==> src/tcc_pkg.sv <==
package tcc_pkg;
    // Register addresses on the 8-bit internal bus
    localparam logic [3:0] ADDR_CTRL_A     = 4'h0;
    localparam logic [3:0] ADDR_CTRL_B     = 4'h1;
    localparam logic [3:0] ADDR_CNT_LO     = 4'h2;
    localparam logic [3:0] ADDR_CNT_HI     = 4'h3;
    localparam logic [3:0] ADDR_CAP_LO     = 4'h4;
    localparam logic [3:0] ADDR_CAP_HI     = 4'h5;
    localparam logic [3:0] ADDR_IRQ_MASK   = 4'h6;
    localparam logic [3:0] ADDR_FLAGS      = 4'h7;
    localparam logic [3:0] ADDR_CMP_CTRL   = 4'h8;
    // Field positions
    localparam int CTRL_B_CS_LO      = 0;
    localparam int CTRL_B_WGM_HI_LO  = 3;
    localparam int CTRL_B_EDGE       = 6;
    localparam int CTRL_B_FILT       = 7;
    localparam int FLAG_OVF          = 0;
    localparam int FLAG_CAP          = 5;
    localparam int CMP_CTRL_SEL      = 2;
    localparam int CMP_CTRL_OUT      = 5;
    // Clock select codes
    localparam logic [2:0] CS_NONE     = 3'h0;
    localparam logic [2:0] CS_DIRECT   = 3'h1;
    localparam logic [2:0] CS_EXT_FALL = 3'h6;
    localparam logic [2:0] CS_EXT_RISE = 3'h7;
    // Waveform modes; all but WGM_NORMAL use the capture register as top
    localparam logic [3:0] WGM_PFC_CAP  = 4'h8;
    localparam logic [3:0] WGM_PC_CAP   = 4'hA;
    localparam logic [3:0] WGM_CTC_CAP  = 4'hC;
    localparam logic [3:0] WGM_FAST_CAP = 4'hE;
    localparam logic [3:0] WGM_NORMAL   = 4'h0;
    // Counter limits, reset values and filter sample count
    localparam logic [15:0] CNT_MAX     = 16'hFFFF;
    localparam logic [15:0] CNT_RESET   = 16'h0000;
    localparam logic [15:0] CAP_RESET   = 16'h0000;
    localparam logic [7:0]  REG_RESET   = 8'h00;
    localparam int          FILT_SAMPLES = 4;
endpackage

==> src/tcc_timer.sv <==
`timescale 1ns/1ps
// Functional notes
// - Clock select zero stops counter
// - Counter high via holding register
// - Counter clears, increments or decrements
// - Count_a at zero, top at sequence maximum
// - CPU write beats count or clear
// - Mode field split across control registers
// - Overflow flag set per waveform mode
// - Matching edge copies counter into capture
// - Capture flag set with capture store
// - Capture flag interrupt, cleared by ack/one
// - Capture low read loads holding register
// - Capture writable only in capture-top modes
// - Select bit picks comparator as source
// - Source switch may capture; clear flag
// - Inputs synchronized like external clock pin
// - Filter changes after four agreeing samples
// - Filter on system clock adds four
// - Capture input off in capture-top modes
// - Port-driven pin level triggers capture
// - New capture overwrites unread value
// - One holding register shared by all
// - Top is all ones or register
module tcc_timer
(
    input  wire logic       core_clk,
    input  wire logic       rst_n,
    input  wire logic [3:0] bus_addr,
    input  wire logic       bus_wr,
    input  wire logic       bus_rd,
    input  wire logic [7:0] bus_wdata,
    output logic      [7:0] bus_rdata,
    input  wire logic       prescale_tick,
    input  wire logic       external_count_pin,
    input  wire logic       capture_pin,
    input  wire logic       comparator_output,
    input  wire logic       capture_irq_ack,
    input  wire logic       overflow_irq_ack,
    output logic            capture_irq,
    output logic            overflow_irq,
    output logic            count_a,
    output logic            count_top
);
    logic [1:0]  rst_sync;
    logic        rst_int_n;
    logic [7:0]  control_register_a;
    logic [7:0]  control_register_b;
    logic [7:0]  timer_irq_mask_register;
    logic        comparator_capture_select;
    logic [15:0] counter_value;
    logic [15:0] capture_value;
    logic [7:0]  hold_byte;
    logic        overflow_flag;
    logic        capture_flag;
    logic        count_down;
    logic [2:0]  ext_sync;
    logic [2:0]  cap_sync;
    logic [2:0]  cmp_sync;
    logic [2:0]  filt_hist;
    logic        filt_out;
    logic        edge_prev;
    logic [7:0]  next_control_register_a;
    logic [7:0]  next_control_register_b;
    logic [7:0]  next_timer_irq_mask_register;
    logic        next_comparator_capture_select;
    logic [15:0] next_counter_value;
    logic [15:0] next_capture_value;
    logic [7:0]  next_hold_byte;
    logic        next_overflow_flag;
    logic        next_capture_flag;
    logic        next_count_down;
    logic [2:0]  next_filt_hist;
    logic        next_filt_out;
    logic        next_edge_prev;
    logic [7:0]  next_bus_rdata;
    logic [3:0]  waveform_mode_field;
    logic [2:0]  clock_select;
    logic        noise_filter_enable;
    logic        capture_edge_select;
    logic        capture_irq_enable;
    logic        overflow_irq_enable;
    logic        timer_clock;
    logic        cap_top_mode;
    logic [15:0] top_value;
    logic        dual_slope;
    logic        cap_src;
    logic        edge_in;
    logic        capture_event;
    logic        wr_cnt_lo;
    logic        wr_cap_lo;
    logic        wr_flags;

    // Reset released through two flops
    always_ff @(posedge core_clk or negedge rst_n)
    begin
        if (!rst_n)
            rst_sync <= 2'h0;
        else
            rst_sync <= {rst_sync[0], 1'b1};
    end
    assign rst_int_n = rst_sync[1];

    assign waveform_mode_field = {control_register_b[tcc_pkg::CTRL_B_WGM_HI_LO +: 2],
                                  control_register_a[1:0]};
    assign clock_select        = control_register_b[tcc_pkg::CTRL_B_CS_LO +: 3];
    assign noise_filter_enable = control_register_b[tcc_pkg::CTRL_B_FILT];
    assign capture_edge_select = control_register_b[tcc_pkg::CTRL_B_EDGE];
    assign capture_irq_enable  = timer_irq_mask_register[tcc_pkg::FLAG_CAP];
    assign overflow_irq_enable = timer_irq_mask_register[tcc_pkg::FLAG_OVF];
    assign cap_top_mode = (waveform_mode_field == tcc_pkg::WGM_PFC_CAP)
                        | (waveform_mode_field == tcc_pkg::WGM_PC_CAP)
                        | (waveform_mode_field == tcc_pkg::WGM_CTC_CAP)
                        | (waveform_mode_field == tcc_pkg::WGM_FAST_CAP);
    // fixed maximum or capture register as top
    assign top_value  = cap_top_mode ? capture_value : tcc_pkg::CNT_MAX;
    assign dual_slope = (waveform_mode_field == tcc_pkg::WGM_PFC_CAP)
                      | (waveform_mode_field == tcc_pkg::WGM_PC_CAP);
    assign count_a   = (counter_value == tcc_pkg::CNT_RESET);
    assign count_top = (counter_value == top_value);

    // clock source choice; zero stops the counter
    always_comb
    begin
        case (clock_select)
            tcc_pkg::CS_NONE:     timer_clock = 1'b0;
            tcc_pkg::CS_DIRECT:   timer_clock = 1'b1;
            tcc_pkg::CS_EXT_FALL: timer_clock = ext_sync[2] & ~ext_sync[1];
            tcc_pkg::CS_EXT_RISE: timer_clock = ~ext_sync[2] & ext_sync[1];
            default:              timer_clock = prescale_tick;
        endcase
    end

    // same sampler for every pin input
    assign cap_src = comparator_capture_select ? cmp_sync[2] : cap_sync[2];

    assign wr_cnt_lo = bus_wr & (bus_addr == tcc_pkg::ADDR_CNT_LO);
    assign wr_cap_lo = bus_wr & (bus_addr == tcc_pkg::ADDR_CAP_LO);
    assign wr_flags  = bus_wr & (bus_addr == tcc_pkg::ADDR_FLAGS);

    // Filter and edge detector
    always_comb
    begin
        next_filt_hist = {filt_hist[1:0], cap_src};
        next_filt_out  = filt_out;
        // three held samples plus the live one must agree
        // Using the live sample keeps the added delay at four cycles, not five
        if (&{filt_hist, cap_src})
            next_filt_out = 1'b1;
        else if (~|{filt_hist, cap_src})
            next_filt_out = 1'b0;
        // filtered path adds the sample window delay
        edge_in = noise_filter_enable ? filt_out : cap_src;
        next_edge_prev = edge_in;
        // detector idle while capture holds top; pin level drives it
        // rising when edge select set, else falling
        capture_event = !cap_top_mode &&
            (capture_edge_select ? (edge_in & ~edge_prev) : (~edge_in & edge_prev));
    end

    // Counter, capture, flags and register file
    always_comb
    begin
        next_control_register_a        = control_register_a;
        next_control_register_b        = control_register_b;
        next_timer_irq_mask_register   = timer_irq_mask_register;
        next_comparator_capture_select = comparator_capture_select;
        next_counter_value             = counter_value;
        next_capture_value             = capture_value;
        next_hold_byte                 = hold_byte;
        next_overflow_flag             = overflow_flag;
        next_capture_flag              = capture_flag;
        next_count_down                = count_down;
        next_bus_rdata                 = bus_rdata;
        if (!dual_slope)
            next_count_down = 1'b0;
        // count per mode on each timer clock
        if (timer_clock)
        begin
            if (dual_slope)
            begin
                if (count_down ? count_a : count_top)
                    next_count_down = ~count_down;
                next_counter_value = (count_down && !count_a) || (!count_down && count_top)
                                   ? counter_value - 16'h0001 : counter_value + 16'h0001;
                if (count_down && count_a)
                begin
                    next_overflow_flag = 1'b1;
                    next_counter_value = counter_value + 16'h0001;
                end
            end
            else if (count_top)
            begin
                next_counter_value = tcc_pkg::CNT_RESET;
                // single slope overflows at maximum only or at top
                if (waveform_mode_field != tcc_pkg::WGM_CTC_CAP || counter_value == tcc_pkg::CNT_MAX)
                    next_overflow_flag = 1'b1;
            end
            else
                next_counter_value = counter_value + 16'h0001;
        end
        // each event overwrites the capture register
        // store counter on a matching edge
        if (capture_event)
            next_capture_value = counter_value;
        // Writes; a counter write overrides counting
        if (bus_wr)
        begin
            case (bus_addr)
                tcc_pkg::ADDR_CTRL_A:   next_control_register_a = bus_wdata;
                tcc_pkg::ADDR_CTRL_B:   next_control_register_b = bus_wdata;
                tcc_pkg::ADDR_IRQ_MASK: next_timer_irq_mask_register = bus_wdata;
                tcc_pkg::ADDR_CMP_CTRL:
                    next_comparator_capture_select = bus_wdata[tcc_pkg::CMP_CTRL_SEL];
                // high byte locations reach the holding register
                // one holding byte for every wide register
                tcc_pkg::ADDR_CNT_HI,
                tcc_pkg::ADDR_CAP_HI:   next_hold_byte = bus_wdata;
                // holding byte kept, so low writes may repeat
                tcc_pkg::ADDR_CNT_LO:   next_counter_value = {hold_byte, bus_wdata};
                // capture write only in capture-top modes
                tcc_pkg::ADDR_CAP_LO:
                    if (cap_top_mode)
                        next_capture_value = {hold_byte, bus_wdata};
                default: ;
            endcase
        end
        // clear by acknowledge or write of one; use this clear
        if (capture_irq_ack || (wr_flags && bus_wdata[tcc_pkg::FLAG_CAP]))
            next_capture_flag = 1'b0;
        if (overflow_irq_ack || (wr_flags && bus_wdata[tcc_pkg::FLAG_OVF]))
            next_overflow_flag = 1'b0;
        // flag set with the store, winning over a clear
        if (capture_event)
            next_capture_flag = 1'b1;
        if (timer_clock && !wr_cnt_lo && (dual_slope ? (count_down && count_a) :
            (count_top && (waveform_mode_field != tcc_pkg::WGM_CTC_CAP
                           || counter_value == tcc_pkg::CNT_MAX))))
            next_overflow_flag = 1'b1;
        // Reads
        if (bus_rd)
        begin
            case (bus_addr)
                tcc_pkg::ADDR_CTRL_A:   next_bus_rdata = control_register_a;
                tcc_pkg::ADDR_CTRL_B:   next_bus_rdata = control_register_b;
                tcc_pkg::ADDR_IRQ_MASK: next_bus_rdata = timer_irq_mask_register;
                tcc_pkg::ADDR_FLAGS:
                    next_bus_rdata = {2'h0, capture_flag, 4'h0, overflow_flag};
                tcc_pkg::ADDR_CMP_CTRL:
                    next_bus_rdata = {2'h0, cmp_sync[2], 2'h0, comparator_capture_select, 2'h0};
                tcc_pkg::ADDR_CNT_HI,
                tcc_pkg::ADDR_CAP_HI:   next_bus_rdata = hold_byte;
                // low read latches counter upper byte
                tcc_pkg::ADDR_CNT_LO:
                begin
                    next_bus_rdata = counter_value[7:0];
                    next_hold_byte = counter_value[15:8];
                end
                // low read latches capture upper byte
                tcc_pkg::ADDR_CAP_LO:
                begin
                    next_bus_rdata = capture_value[7:0];
                    next_hold_byte = capture_value[15:8];
                end
                default:                next_bus_rdata = tcc_pkg::REG_RESET;
            endcase
        end
    end

    assign capture_irq  = capture_flag & capture_irq_enable;
    assign overflow_irq = overflow_flag & overflow_irq_enable;

    always_ff @(posedge core_clk or negedge rst_int_n)
    begin
        if (!rst_int_n)
        begin
            control_register_a        <= tcc_pkg::REG_RESET;
            control_register_b        <= tcc_pkg::REG_RESET;
            timer_irq_mask_register   <= tcc_pkg::REG_RESET;
            comparator_capture_select <= 1'b0;
            counter_value             <= tcc_pkg::CNT_RESET;
            capture_value             <= tcc_pkg::CAP_RESET;
            hold_byte                 <= tcc_pkg::REG_RESET;
            overflow_flag             <= 1'b0;
            capture_flag              <= 1'b0;
            count_down                <= 1'b0;
            ext_sync                  <= 3'h0;
            cap_sync                  <= 3'h0;
            cmp_sync                  <= 3'h0;
            filt_hist                 <= 3'h0;
            filt_out                  <= 1'b0;
            edge_prev                 <= 1'b0;
            bus_rdata                 <= tcc_pkg::REG_RESET;
        end
        else
        begin
            control_register_a        <= next_control_register_a;
            control_register_b        <= next_control_register_b;
            timer_irq_mask_register   <= next_timer_irq_mask_register;
            comparator_capture_select <= next_comparator_capture_select;
            counter_value             <= next_counter_value;
            capture_value             <= next_capture_value;
            hold_byte                 <= next_hold_byte;
            overflow_flag             <= next_overflow_flag;
            capture_flag              <= next_capture_flag;
            count_down                <= next_count_down;
            // Bit 2 is an edge-detect history stage after two sync flops in ext_sync; in cap_sync and cmp_sync it is a third stage feeding cap_src
            ext_sync                  <= {ext_sync[1:0], external_count_pin};
            cap_sync                  <= {cap_sync[1:0], capture_pin};
            cmp_sync                  <= {cmp_sync[1:0], comparator_output};
            filt_hist                 <= next_filt_hist;
            filt_out                  <= next_filt_out;
            edge_prev                 <= next_edge_prev;
            bus_rdata                 <= next_bus_rdata;
        end
    end
endmodule
==> config.mk <==
export PLATFORM = sky130hd
export DESIGN_NAME = tcc_timer
export DESIGN_NICKNAME = d
export VERILOG_FILES = /design/src/tcc_pkg.sv /design/src/tcc_timer.sv
export SDC_FILE = /design/constraint.sdc
export NUM_CORES = 1
export LEC_CHECK = 0
export BUFFER_PORTS_ARGS = -buffer_cell sky130_fd_sc_hd__buf_4
export CORE_UTILIZATION = 25
export CTS_CLUSTER_DIAMETER = 200
export DETAILED_ROUTE_END_ITERATION = 8
export PLACE_DENSITY_LB_ADDON = 0.12
export SLEW_MARGIN = 5
export SYNTH_ARGS = -nofsm -noshare
export SYNTH_HDL_FRONTEND = slang
export SYNTH_SLANG_ARGS = --single-unit
export TNS_END_PERCENT = 100
==> constraint.sdc <==
create_clock -name core_clk -period 4.55 [get_ports core_clk]
set_clock_uncertainty 0.05 [all_clocks]
set_input_delay 0.6825 -clock core_clk [delete_from_list [all_inputs] [get_ports core_clk]]
set_output_delay 0.6825 -clock core_clk [all_outputs]
set_load 0.02 [all_outputs]
# Word level (Yosys, flattened, before mapping)
# Cells that the tools add are included.
[totals] mem_bits_rw=0 ff_bits=92 elab_cells=126 input_bits=22 output_inout_bits=12 latchBits=0 rom_bits=0 n_memories=0
[op_classes] magnitude_cmp=0 n_reduce_logical=32 n_shift=0 eq_ne=20 multipliers=0 mux=38 addsub=2 n_bitwise=16 div_mod_pow=0
[ops] operator="2-to-1 mux 16 bit" n=12
[ops] operator="case mux 8 bit (8 select lines)" n=1
[ops] operator="2-to-1 mux 8 bit" n=3
[ops] operator="== test 4 bit, second input constant" n=5
[ops] operator="2-to-1 mux 1 bit" n=20
[ops] operator="adder 16 x 1 -> 16 bit, second input constant" n=1
[ops] operator="== test 16 bit" n=1
[ops] operator="== test 16 bit, second input constant" n=1
[ops] operator="== test 4 x 3 -> 1 bit, second input constant" n=4
[ops] operator="logical NOT 16 bit" n=1
[ops] operator="case mux 8 bit (2 select lines)" n=1
[ops] operator="subtractor 16 x 1 -> 16 bit, second input constant" n=1
[ops] operator="logical AND 1 bit" n=9
[ops] operator="AND 1 bit" n=8
[ops] operator="== test 4 x 2 -> 1 bit, second input constant" n=2
[ops] operator="AND reduction 2 bit" n=4
[ops] operator="AND reduction 4 bit" n=2
[ops] operator="nonzero test 4 bit" n=2
[ops] operator="== test 3 bit, second input constant" n=2
[ops] operator="inverter 1 bit" n=5
[ops] operator="== test 4 x 1 -> 1 bit, second input constant" n=1
[ops] operator="logical NOT 1 bit" n=4
[ops] operator="logical NOT 4 bit" n=1
[ops] operator="logical OR 1 bit" n=4
[ops] operator="11 further kinds" n=13

# Logic depth before layout (Yosys ltp)
# Gate-level depths: netlist (run 1).
[depth] ltp_word=14 mapped_depth=11 depth_no_buf=9

# Worst setup path before layout (run 1)
# OpenSTA, ideal clock, no wires.
[synth_timing] path_kind="reg2out" startpoint="register control_register_a[0]" endpoint="output port count_top" n_path_buf=1 required_time_ps=3818 stages_incl_launch_ff=6 t_arrival_ps=2076 path_slack_ps=1741 path_cell_list="dfrtp_1 > clkbuf_1 > or4b_1 > a21oi_1 > o22ai_1 > nor4_1"
[synth_via] elab_chain_cells=6 word_cells_on_any_way=9 classes_between="5 x eq/ne; 1 x mux; 3 x bitwise"
[synth_lines] item="start: declaration" line_no="tcc_timer.sv:47" text="logic [7:0] control_register_a;"
[synth_lines] item="start signal: assignment" line_no="tcc_timer.sv:277" text="control_register_a <= tcc_pkg::REG_RESET;"
[synth_lines] item="start signal: assignment" line_no="tcc_timer.sv:297" text="control_register_a <= next_control_register_a;"
[synth_lines] item="== test 4 bit (on tied branches)" line_no="tcc_timer.sv:111, tcc_timer.sv:112"
[synth_lines] item="bitwise OR 1 bit" line_no="tcc_timer.sv:112" text="| (waveform_mode_field == tcc_pkg::WGM_PC_CAP)"
[synth_lines] item="bitwise OR 1 bit" line_no="tcc_timer.sv:113" text="| (waveform_mode_field == tcc_pkg::WGM_CTC_CAP)"
[synth_lines] item="bitwise OR 1 bit (*)" line_no="tcc_timer.sv:114" text="| (waveform_mode_field == tcc_pkg::WGM_FAST_CAP);"
[synth_lines] item="2-to-1 mux 16 bit (*)" line_no="tcc_timer.sv:116" text="assign top_value = cap_top_mode ? capture_value : tcc_pkg::CNT_MAX;"
[synth_lines] item="== test 16 bit (*)" line_no="tcc_timer.sv:120" text="assign count_top = (counter_value == top_value);"
[synth_lines] item="end: declaration" line_no="tcc_timer.sv:43" text="output logic count_top"
# Mark *: on every way between the ends. The rest lies on a longest branch, timed or not.

# Worst setup path after layout (run 1)
# Ends and elaborated chain as after synthesis.

==> impl_metrics.csv, run 1 <==
group,metric,value,unit
critical_path,endpoint_kind,"primary output",
synthesis,async_flop_share,100,%
floorplan,die_area,0.0232,mm2
synthesis,synthesis.area,0.00565,mm2
timing,worst_slew_pin_slew,1100,ps
final_layout,syn2layout_area_growth,14.4,%
synthesis,synth_fp_nets,641,
clock_network,clk_path_buf_depth,2,
pwr,power-per-cell-area,510,mW/mm2
synthesis,synth_seq_area_share,40.7,%
clock_network,root_buffer,"clkbuf_16",
final_layout,num-nets-final,653,
placed_design,routabilityCongestion,0.842,
floorplan,num_rows,54,
synthesis,ys_warn_count,0,
critical_path,path_cells,"nand2b_1 -> a221o_1 -> a211o_1 -> nor4_1 -> buf_4",
pwr,finalPower,3.30,mW
detailed_routing,drc_errors,0,
clock_network,tritoncts,"done",
placed_design,place_inst,897,
synthesis,avgSynthCellArea,9.17,um2
synthesis,synth_edf_count,0,
detailed_routing,vias,5045,
detailed_routing,first_pass_iters,5,
floorplan,core_area,0.0220,mm2
grt,grt_util_all_layers,18.4,%
clock_network,cts_buffers,9,
detailed_routing,drt_iter0_drc,441,
critical_path,crit_arrival,2740,ps
placed_design,post-dp-hpwl,14600,um
timing,setup_viol,0,
placed_design,io_buffers,33,
pwr,ir_drop,0.175,mV
critical_path,cp_top_family,"simple AND/OR/NAND/NOR gates",
flow_run,maxCapViolations,0,
clock_network,hold_buffers,0,
clock_network,clk_latency,370,ps
grt,grt_pass1_wl,32100,um
timing,holdWs,30.3,ps
clock_network,htree_levels,3,
min_path,min_path_type,"input pin to asynchronous set/reset pin",
timing,slew_headroom,26.6,%
run_status,run_status,"finished clean",
timing,fin_crit,3470,ps
pwr,leakagePower,2.63,nW
final_layout,drive_gt1_share,17.7,%
final_layout,layoutNonFillerInstCount,913,
detailed_routing,ant_nets,0,
critical_path,crit_type,"register to primary output",
critical_path,critical_path.max_stage_delay,570,ps
floorplan,io_pins,34,
timing,post-route-period-util,76.3,%
synthesis,netlist_instances,616,
grt,grt_overflow_total,0,
detailed_routing,wl_per_cell,22.6,um
critical_path,cp_num_buf_inv,1,
synthesis,synth.distinct_cells,71,
critical_path,r2r_slack,1130,ps
detailed_routing,viasPerCell,5.53,
critical_path,required,3820,ps
timing,rsz0062_at_grt,"no",
clock_network,clk_pin_slew,80,ps
critical_path,worst-path-max-fanout,17,
floorplan,initial_core_util,25.7,%
clock_network,cts_resized,0,
timing,tns,0,ps
synthesis,synthFlopType,"dfrtp_1",
timing,finalHoldViolations,0,
grt,grt_max_degree,65,
clock_network,cts.sink_count,92,
floorplan,fp.dieH,152,um
final_layout,diodes,0,
clock_network,post_cts_buffers,0,
critical_path,cp-start-kind,"register",
synthesis,yosys_register_bits,92,
timing,slew_violations,0,
timing,fmax,0.288,GHz
grt,grt_pass1_vias,5093,
grt,antenna_found_initial,0,
floorplan,die_x,152,um
detailed_routing,totalWireLength,20700,um
critical_path,critPathSlowestCell,"dfrtp_1",
-- cell type report --
class,instances,area (um2)
tap,280,350
clock buffer,9,225
clock inverter,7,72.6
multi-input combinational,456,3070
inverter,19,71.3
fill,2331,15600
sequential,92,2310
timing repair buffer,50,375
-- final timing paths --
path / start / to / cells past startpoint
worst max-delay path: control_register_a[0] / count_top / 5
worst min-delay path: rst_n / rst_sync[1] / 1
worst max register to register: counter_value[8] / counter_value[3] / 8
worst min register to register: cmp_sync[0] / cmp_sync[1] / 0
max in group asynchronous: rst_sync[1] / bus_rdata[3] / 1
min in group core_clk: cmp_sync[0] / cmp_sync[1] / 0
-- worst register-to-register path, stage by stage (launching register included) --
cell and delay, ps:
dfrtp_1 530, or3_4 460, or4_4 440, nor3_2 650, nor2_2 200, a211oi_2 510, a21oi_1 140, a22o_1 230
a21oi_1 130
-- Yosys cell counts, types with 3 or more instances --
cell / number / area (um2)
mux2i_1: 27 / 270
a22oi_1: 11 / 82.6
nand3b_1: 6 / 45.0
o211ai_1: 4 / 30.0
a32o_1: 6 / 60.1
and2_1: 5 / 31.3
a311oi_1: 4 / 35.0
or4b_1: 6 / 60.1
a221oi_1: 6 / 52.6
buf_2: 3 / 15.0
a211oi_2: 4 / 50.1
or3_1: 5 / 31.3
a222oi_1: 10 / 100
nor2b_1: 3 / 18.8
and3_1: 16 / 100
inv_1: 19 / 71.3
xor2_1: 4 / 35.0
o22ai_1: 16 / 100
nor4b_1: 7 / 61.3
a21oi_1: 23 / 115
o21ai_0: 36 / 180
a31oi_1: 6 / 37.5
a211oi_1: 4 / 30.0
nand2_1: 72 / 270
nor4_1: 5 / 31.3
dfrtp_1: 92 / 2300
mux2_2: 27 / 304
nand3_1: 18 / 90.1
ha_1: 3 / 37.5
nor2_1: 35 / 131
clkbuf_1: 40 / 150
buf_6: 3 / 33.8
a22o_1: 10 / 87.6
nand4_1: 5 / 31.3
nor3_1: 15 / 75.1
xnor2_1: 11 / 96.3
o21ai_1: 8 / 40.0
-- cells by family after synthesis --
logic type | share of synthesized area, %
AO/OA/AOI/OAI | 20.4
XOR/XNOR | 2.32
adder cells (fa/ha/maj) | 0.664
buffers and inverters | 5.11
flip-flops | 40.7
multiplexers | 10.2
other | 0.0664
AND/OR/NAND/NOR | 20.5
-- power by group --
group | total, mW | switching [mW] | leakage, nW | internal [mW]
sequential | 1.40 | 0.374 | 1.12 | 1.03
clock | 0.797 | 0.404 | 0.146 | 0.393
combinational | 1.10 | 0.625 | 1.37 | 0.475
-- metrics by stage --
stage / setup WS, ps / utilization [%] / cell area [um2]
finish: 1080 / 29.4 / 6470
global route: 885 / 29.4 / 6470
CTS: 1040 / 29.4 / 6470
detailed placement: 1160 / 28.0 / 6170
global placement: 1210 / 28.0 / 6170
floorplan: 1740 / - / 5650
-- flip-flops by register name, indices dropped and copies added (netlist names) --
name and count:
bus_rdata 8, cap_sync 3, capture_flag 1, capture_value 16, cmp_sync 3, comparator_capture_select 1, control_register_a 8, control_register_b 8
count_down 1, counter_value 16, edge_prev 1, ext_sync 3, filt_hist 3, filt_out 1, hold_byte 8, overflow_flag 1
rst_sync 2, timer_irq_mask_register 8
-- per-layer routing --
layer | vias up | part of all wire [%] | track usage (%)
met4 | 0 | 2.7 | 6.90
met3 | 33 | 4.9 | 3.24
met5 | - | 0 | 0
li1 | 2320 | - | -
met2 | 171 | 47 | 29.9
met1 | 2521 | 45 | 24.5
-- cell usage in the layout (no fill, tap or decap), types with 3 or more instances in the layout --
cell type  count
o21ai_1        8
buf_4         50
a221oi_1       6
nand2_1       72
nor2_1        35
nor2b_1        3
mux2i_1       27
nand4_1        5
or3_1          5
dfrtp_1       91
a211oi_2       4
a21oi_1       23
a31oi_1        6
nor3_1        15
o22ai_1       16
o21ai_0       36
nand3b_1       6
nor4b_1        6
mux2_2        27
nand3_1       18
and3_1        16
a32o_1         6
ha_1           3
a22o_1        10
xor2_1         4
o211ai_1       4
a22oi_1       11
a311oi_1       4
inv_1         19
a222oi_1      10
clkbuf_16      9
nor4_1         5
xnor2_1       11
and2_1         5
inv_8          5
or4b_1         6
a211oi_1       4
Power figures use the tool's default switching activity.
==> inputs of run 2 (changes only) <==
Clock period 4.55 ns to 3.15 ns, I/O delays scaled along.
==> impl_metrics.csv, run 2 (same netlist as run 1, synthesis figures left out) <==
group,metric,value,unit
detailed_routing,drt_iter0_drc,445,
final_layout,diodes,0,
timing,slew_headroom,38.5,%
placed_design,routabilityCongestion,0.958,
placed_design,io_buffers,33,
timing,fmax,0.332,GHz
grt,antenna_found_initial,0,
critical_path,crit_arrival,2490,ps
grt,grt_pass1_wl,32600,um
detailed_routing,viasPerCell,5.60,
clock_network,tritoncts,"done",
timing,tns,0,ps
timing,worst_slack,142,ps
placed_design,post-dp-hpwl,15500,um
grt,grt_max_degree,43,
floorplan,initial_core_util,25.7,%
critical_path,cp-start-kind,"register",
critical_path,cp_top_family,"simple AND/OR/NAND/NOR gates",
timing,fin_crit,3010,ps
timing,finalHoldViolations,0,
min_path,min_path_type,"input pin to register",
placed_design,place_inst,922,
placed_design,preCtsSetupSlack,80.3,ps
final_layout,final_area,0.00678,mm2
floorplan,num_rows,54,
critical_path,required,2630,ps
final_layout,largest_registers,"capture_value: 16 flops, counter_value: 16 flops",
pwr,leakagePower,2.80,nW
detailed_routing,vias,5296,
final_layout,syn2layout_area_growth,19.9,%
detailed_routing,first_pass_iters,6,
final_layout,drive_gt1_share,22.2,%
detailed_routing,wl_per_cell,22.6,um
critical_path,r2r_slack,210,ps
final_layout,layout_common_cells,"dfrtp_1, buf_4, nand2_1, o21ai_0, nor2_1",
run_status,run_status,"finished clean",
critical_path,worst-path-max-fanout,10,
critical_path,crit_end,"count_top",
clock_network,htree_levels,3,
critical_path,r2r-start,"control_register_a[0]",
timing,post-route-period-util,95.5,%
pwr,ir_drop,0.273,mV
clock_network,clk_path_buf_depth,2,
critical_path,reg2regPathDepth,10,
critical_path,cp_num_buf_inv,2,
clock_network,cts_buffers,9,
timing,setup_viol,0,
grt,grt_overflow_total,0,
clock_network,clk_pin_slew,80,ps
critical_path,crit_type,"register to primary output",
detailed_routing,drc_errors,0,
timing,rsz0062_at_grt,"no",
floorplan,die_area,0.0232,mm2
timing,worst_slew_pin_slew,913,ps
critical_path,critical_path.max_stage_delay,510,ps
floorplan,core_area,0.0220,mm2
critical_path,worst-path-stages,6,
grt,grt_util_all_layers,18.7,%
placed_design,dpl_cell_area,0.00637,mm2
grt,grt_pass1_vias,5183,
floorplan,fp.dieH,152,um
final_layout,layoutNonFillerInstCount,946,
detailed_routing,totalWireLength,21400,um
detailed_routing,ant_nets,0,
clock_network,root_buffer,"clkbuf_16",
pwr,power-per-cell-area,725,mW/mm2
timing,slew_violations,0,
flow_run,maxCapViolations,0,
clock_network,clk_latency,360,ps
clock_network,cts.sink_count,92,
critical_path,path_common_cell,"buf_4",
critical_path,reg2reg_to,"counter_value[5]",
floorplan,io_pins,34,
critical_path,crit_start,"control_register_a[0]",
critical_path,critPathSlowestCell,"or4b_1",
critical_path,path_cells,"buf_4 -> or4b_1 -> a21oi_1 -> o22ai_1 -> nor4_1 -> buf_4",
critical_path,endpoint_kind,"primary output",
timing,holdWs,163,ps
final_layout,num-nets-final,686,
final_layout,final_common_cell,"dfrtp_1",
floorplan,die_x,152,um
[run 2: changes by cell type in the layout (fill, tap and decap cells not counted), sizes merged]
cell	before	now
buf	50	80
clkinv	0	2
inv	25	23
and2	7	8
clkbuf	9	10
dlygate4sd3	0	1
[run 2: layout make-up]
cell class	count	area [um2]
timing repair buffer	82	648
multi-input combinational	457	3100
sequential	92	2310
clock buffer	9	225
clock inverter	7	77.6
fill	2323	15300
tap	280	350
inverter	19	71.3
[run 2: how the worst min path moves through the flow]
stage | from | end | slack, ps | cells past startpoint
6_report | capture_pin | cap_sync[0] | 160 | 1
5_1_grt | capture_pin | cap_sync[0] | 150 | 1
4_1_cts | external_count_pin | ext_sync[0] | 150 | 1
3_5_place_dp | rst_n | rst_sync[0] | 210 | 1
3_3_place_gp | rst_n | rst_sync[0] | 210 | 1
2_1_floorplan | rst_n | rst_sync[0] | 130 | 0
[run 2: where the power goes]
group | internal (mW) | switching [mW]
sequential | 1.49 | 0.455
clock | 0.564 | 0.567
combinational | 0.799 | 1.04
[run 2: worst register-to-register path, stage by stage (launching register included)]
cell	delay, ps
dfrtp_1	440
buf_4	190
or4b_1	540
a21oi_2	160
o22ai_1	140
nor4_4	410
buf_12	190
a21o_1	300
o211ai_1	140
a21oi_1	200
a211oi_2	60
[run 2: timing repair]
item | CTS | global route
endpoints found under the setup margin | 0 | 10
gates resized for setup | 0 | 4
hold buffers | 1 | 0
setup buffers | 0 | 5
hold endpoints to repair | 2 | 0
[run 2: layer usage]
| layer | up-vias | routed length [um] | part of all wire, % | global-route usage (%) |
|---|---|---|---|---|
| met3 | 27 | 1180 | 5.5 | 3.30 |
| met1 | 2686 | 9780 | 46 | 25.6 |
| met5 | - | 0 | 0 | 0 |
| met2 | 195 | 9970 | 47 | 30.0 |
| met4 | 0 | 432 | 2.0 | 5.39 |
| li1 | 2388 | - | - | - |
[run 2: through the flow]
step                      total power, mW  utilization (%)
after floorplan                      2.98                -
after global placement               3.76             28.9
after detailed placement             3.76             28.9
after CTS                            4.92             30.3
after global routing                 5.20             30.8
final                                4.92             30.8
==> inputs of run 3 (changes only) <==
Settings changed: ABC_AREA set to 1, CTS_CLUSTER_DIAMETER 200 to 50, REMOVE_ABC_BUFFERS set to 1.
==> impl_metrics.csv, run 3 <==
group,metric,value,unit
run_status,run_status,"finished clean",
flow_run,maxCapViolations,0,
final_layout,syn2layout_area_growth,17.9,%
synthesis,synth_mux_area_share,0,%
critical_path,path_cells,"inv_4 -> nor2_4 -> nand2_1 -> nand2_1 -> nand2_1 -> nor4_1 -> nand2_1 -> nor4b_1 -> buf_4",
pwr,leakagePower,3.11,nW
final_layout,final_area,0.00654,mm2
synthesis,synth-compound-area-share,18.1,%
grt,grt_pass1_wl,32000,um
grt,grt_overflow_total,0,
timing,setup_viol,0,
critical_path,worst-path-max-fanout,11,
detailed_routing,drt_iter0_drc,293,
placed_design,io_buffers,33,
clock_network,clk_pin_slew,80,ps
synthesis,netlist_instances,766,
detailed_routing,vias,5289,
final_layout,final_common_cell,"nand2_1",
synthesis,synthTopCellsByCount,"nand2_1, dfrtp_1, inv_1",
placed_design,place_inst,1079,
clock_network,tritoncts,"done",
floorplan,initial_core_util,25.4,%
clock_network,htree_levels,3,
grt,grt_util_all_layers,19.3,%
floorplan,die_x,151,um
synthesis,synth_top_family_by_area,"simple AND/OR/NAND/NOR gates",
synthesis,synth_top_cell_area_share,41.5,%
clock_network,cts.sink_count,92,
timing,tns,0,ps
critical_path,cp_top_family,"simple AND/OR/NAND/NOR gates",
synthesis,synth_area_leaders,"dfrtp_1, nand2_1, o21ai_0",
floorplan,core_area,0.0218,mm2
detailed_routing,drc_errors,0,
synthesis,yosysMostFrequentCell,"nand2_1",
synthesis,ys_warn_count,0,
placed_design,routabilityCongestion,0.891,
synthesis,synthesis.area,0.00555,mm2
timing,holdWs,163,ps
timing,fin_crit,2900,ps
critical_path,endpoint_kind,"primary output",
critical_path,path_common_cell,"nand2_1",
timing,rsz0062_at_grt,"no",
clock_network,clk_latency,360,ps
pwr,finalPower,5.17,mW
synthesis,async_flop_share,100,%
final_layout,diodes,0,
timing,worst_slew_pin_slew,829,ps
detailed_routing,totalWireLength,20600,um
synthesis,avgSynthCellArea,7.24,um2
timing,fmax,0.345,GHz
placed_design,dpl_cell_area,0.00624,mm2
floorplan,fp.dieH,151,um
timing,finalHoldViolations,0,
clock_network,post_cts_buffers,0,
grt,antenna_found_initial,0,
critical_path,critPathSlowestCell,"dfrtp_2",
synthesis,yosys.area_share.adder,0.676,%
final_layout,layoutNonFillerInstCount,1096,
final_layout,drive_gt1_share,12.1,%
placed_design,post-dp-hpwl,15600,um
critical_path,cp-start-kind,"register",
synthesis,synthFlopType,"dfrtp_1",
synthesis,synth-simple-area-share,27.3,%
synthesis,synth.distinct_cells,43,
pwr,power-per-cell-area,791,mW/mm2
final_layout,layout_common_cells,"nand2_1, dfrtp_1, inv_1, nor2_1, buf_4",
clock_network,clk_path_buf_depth,2,
synthesis,yosysTopAreaCell,"dfrtp_1",
synthesis,synth_xor_xnor_area_share,3.47,%
detailed_routing,ant_nets,0,
timing,post-route-period-util,92.1,%
final_layout,num-nets-final,836,
critical_path,crit_type,"register to primary output",
grt,grt_max_degree,63,
critical_path,required,2630,ps
synthesis,synth_seq_area_share,41.5,%
floorplan,die_area,0.0228,mm2
timing,slew_headroom,44.7,%
timing,slew_violations,0,
critical_path,crit_arrival,2380,ps
detailed_routing,wl_per_cell,18.8,um
timing,worst_slack,248,ps
final_layout,finish.utilization,30.0,%
grt,grt_pass1_vias,5268,
detailed_routing,viasPerCell,4.83,
synthesis,synth_edf_count,0,
clock_network,cts_buffers,9,
placed_design,preCtsSetupSlack,488,ps
synthesis,yosys_register_bits,92,
min_path,min_path_type,"input pin to register",
floorplan,num_rows,54,
final_layout,largest_registers,"capture_value: 16 flops, counter_value: 16 flops",
critical_path,cp_num_buf_inv,2,
detailed_routing,first_pass_iters,5,
floorplan,io_pins,34,
pwr,ir_drop,0.307,mV
clock_network,root_buffer,"clkbuf_16",
critical_path,critical_path.max_stage_delay,490,ps
## run 3: per-layer routing
layer	vias to the layer above	wire length, um	track usage, %
met1	2524	9790	26.7
met2	135	9690	31.2
met4	0	244	3.85
met5	-	0	0
li1	2614	-	-
met3	16	836	3.55
## run 3: report_power, final
part / leakage (nW) / internal (mW) / switching (mW) / total [mW]
combinational: 1.82 / 0.780 / 1.39 / 2.17
clock: 0.146 / 0.559 / 0.558 / 1.12
sequential: 1.14 / 1.52 / 0.359 / 1.88
total: 3.11 / 2.86 / 2.31 / 5.17
## run 3: area by class of cell
| class | instances | area, um2 |
|---|---|---|
| sequential | 92 | 2310 |
| clock inverter | 7 | 67.6 |
| inverter | 88 | 333 |
| clock buffer | 9 | 225 |
| timing repair buffer | 67 | 505 |
| tap | 280 | 350 |
| multi-input combinational | 553 | 2750 |
| fill | 2406 | 15300 |
## run 3: cells by family (layout without fill, tap and decap cells)
logic type / Yosys count / after routing
other: 1 / 1
buffers and inverters: 121 / 171
AO/OA/AOI/OAI: 171 / 171
XOR/XNOR: 22 / 22
adder cells (fa/ha/maj): 3 / 3
flip-flops: 92 / 92
AND/OR/NAND/NOR: 356 / 356
## run 3: repair_timing
| item | in CTS | in global routing |
|---|---|---|
| setup endpoints to repair | 0 | 1 |
| resized for setup | 0 | 1 |
| hold endpoints to repair | 2 | 0 |
| hold buffers | 1 | 0 |
## run 3: path summary, 6_finish.rpt
check	startpoint	endpoint	slack, ps	depth (start not counted)
setup reg to reg	counter_value[1]	overflow_flag	640	13
hold / removal	capture_pin	cap_sync[0]	160	1
setup / recovery	control_register_b[4]	count_top	250	9
hold reg to reg	rst_sync[0]	rst_sync[1]	300	0
min in group asynchronous	rst_n	rst_sync[1]	370	2
max in group asynchronous	rst_sync[1]	counter_value[11]	1900	1
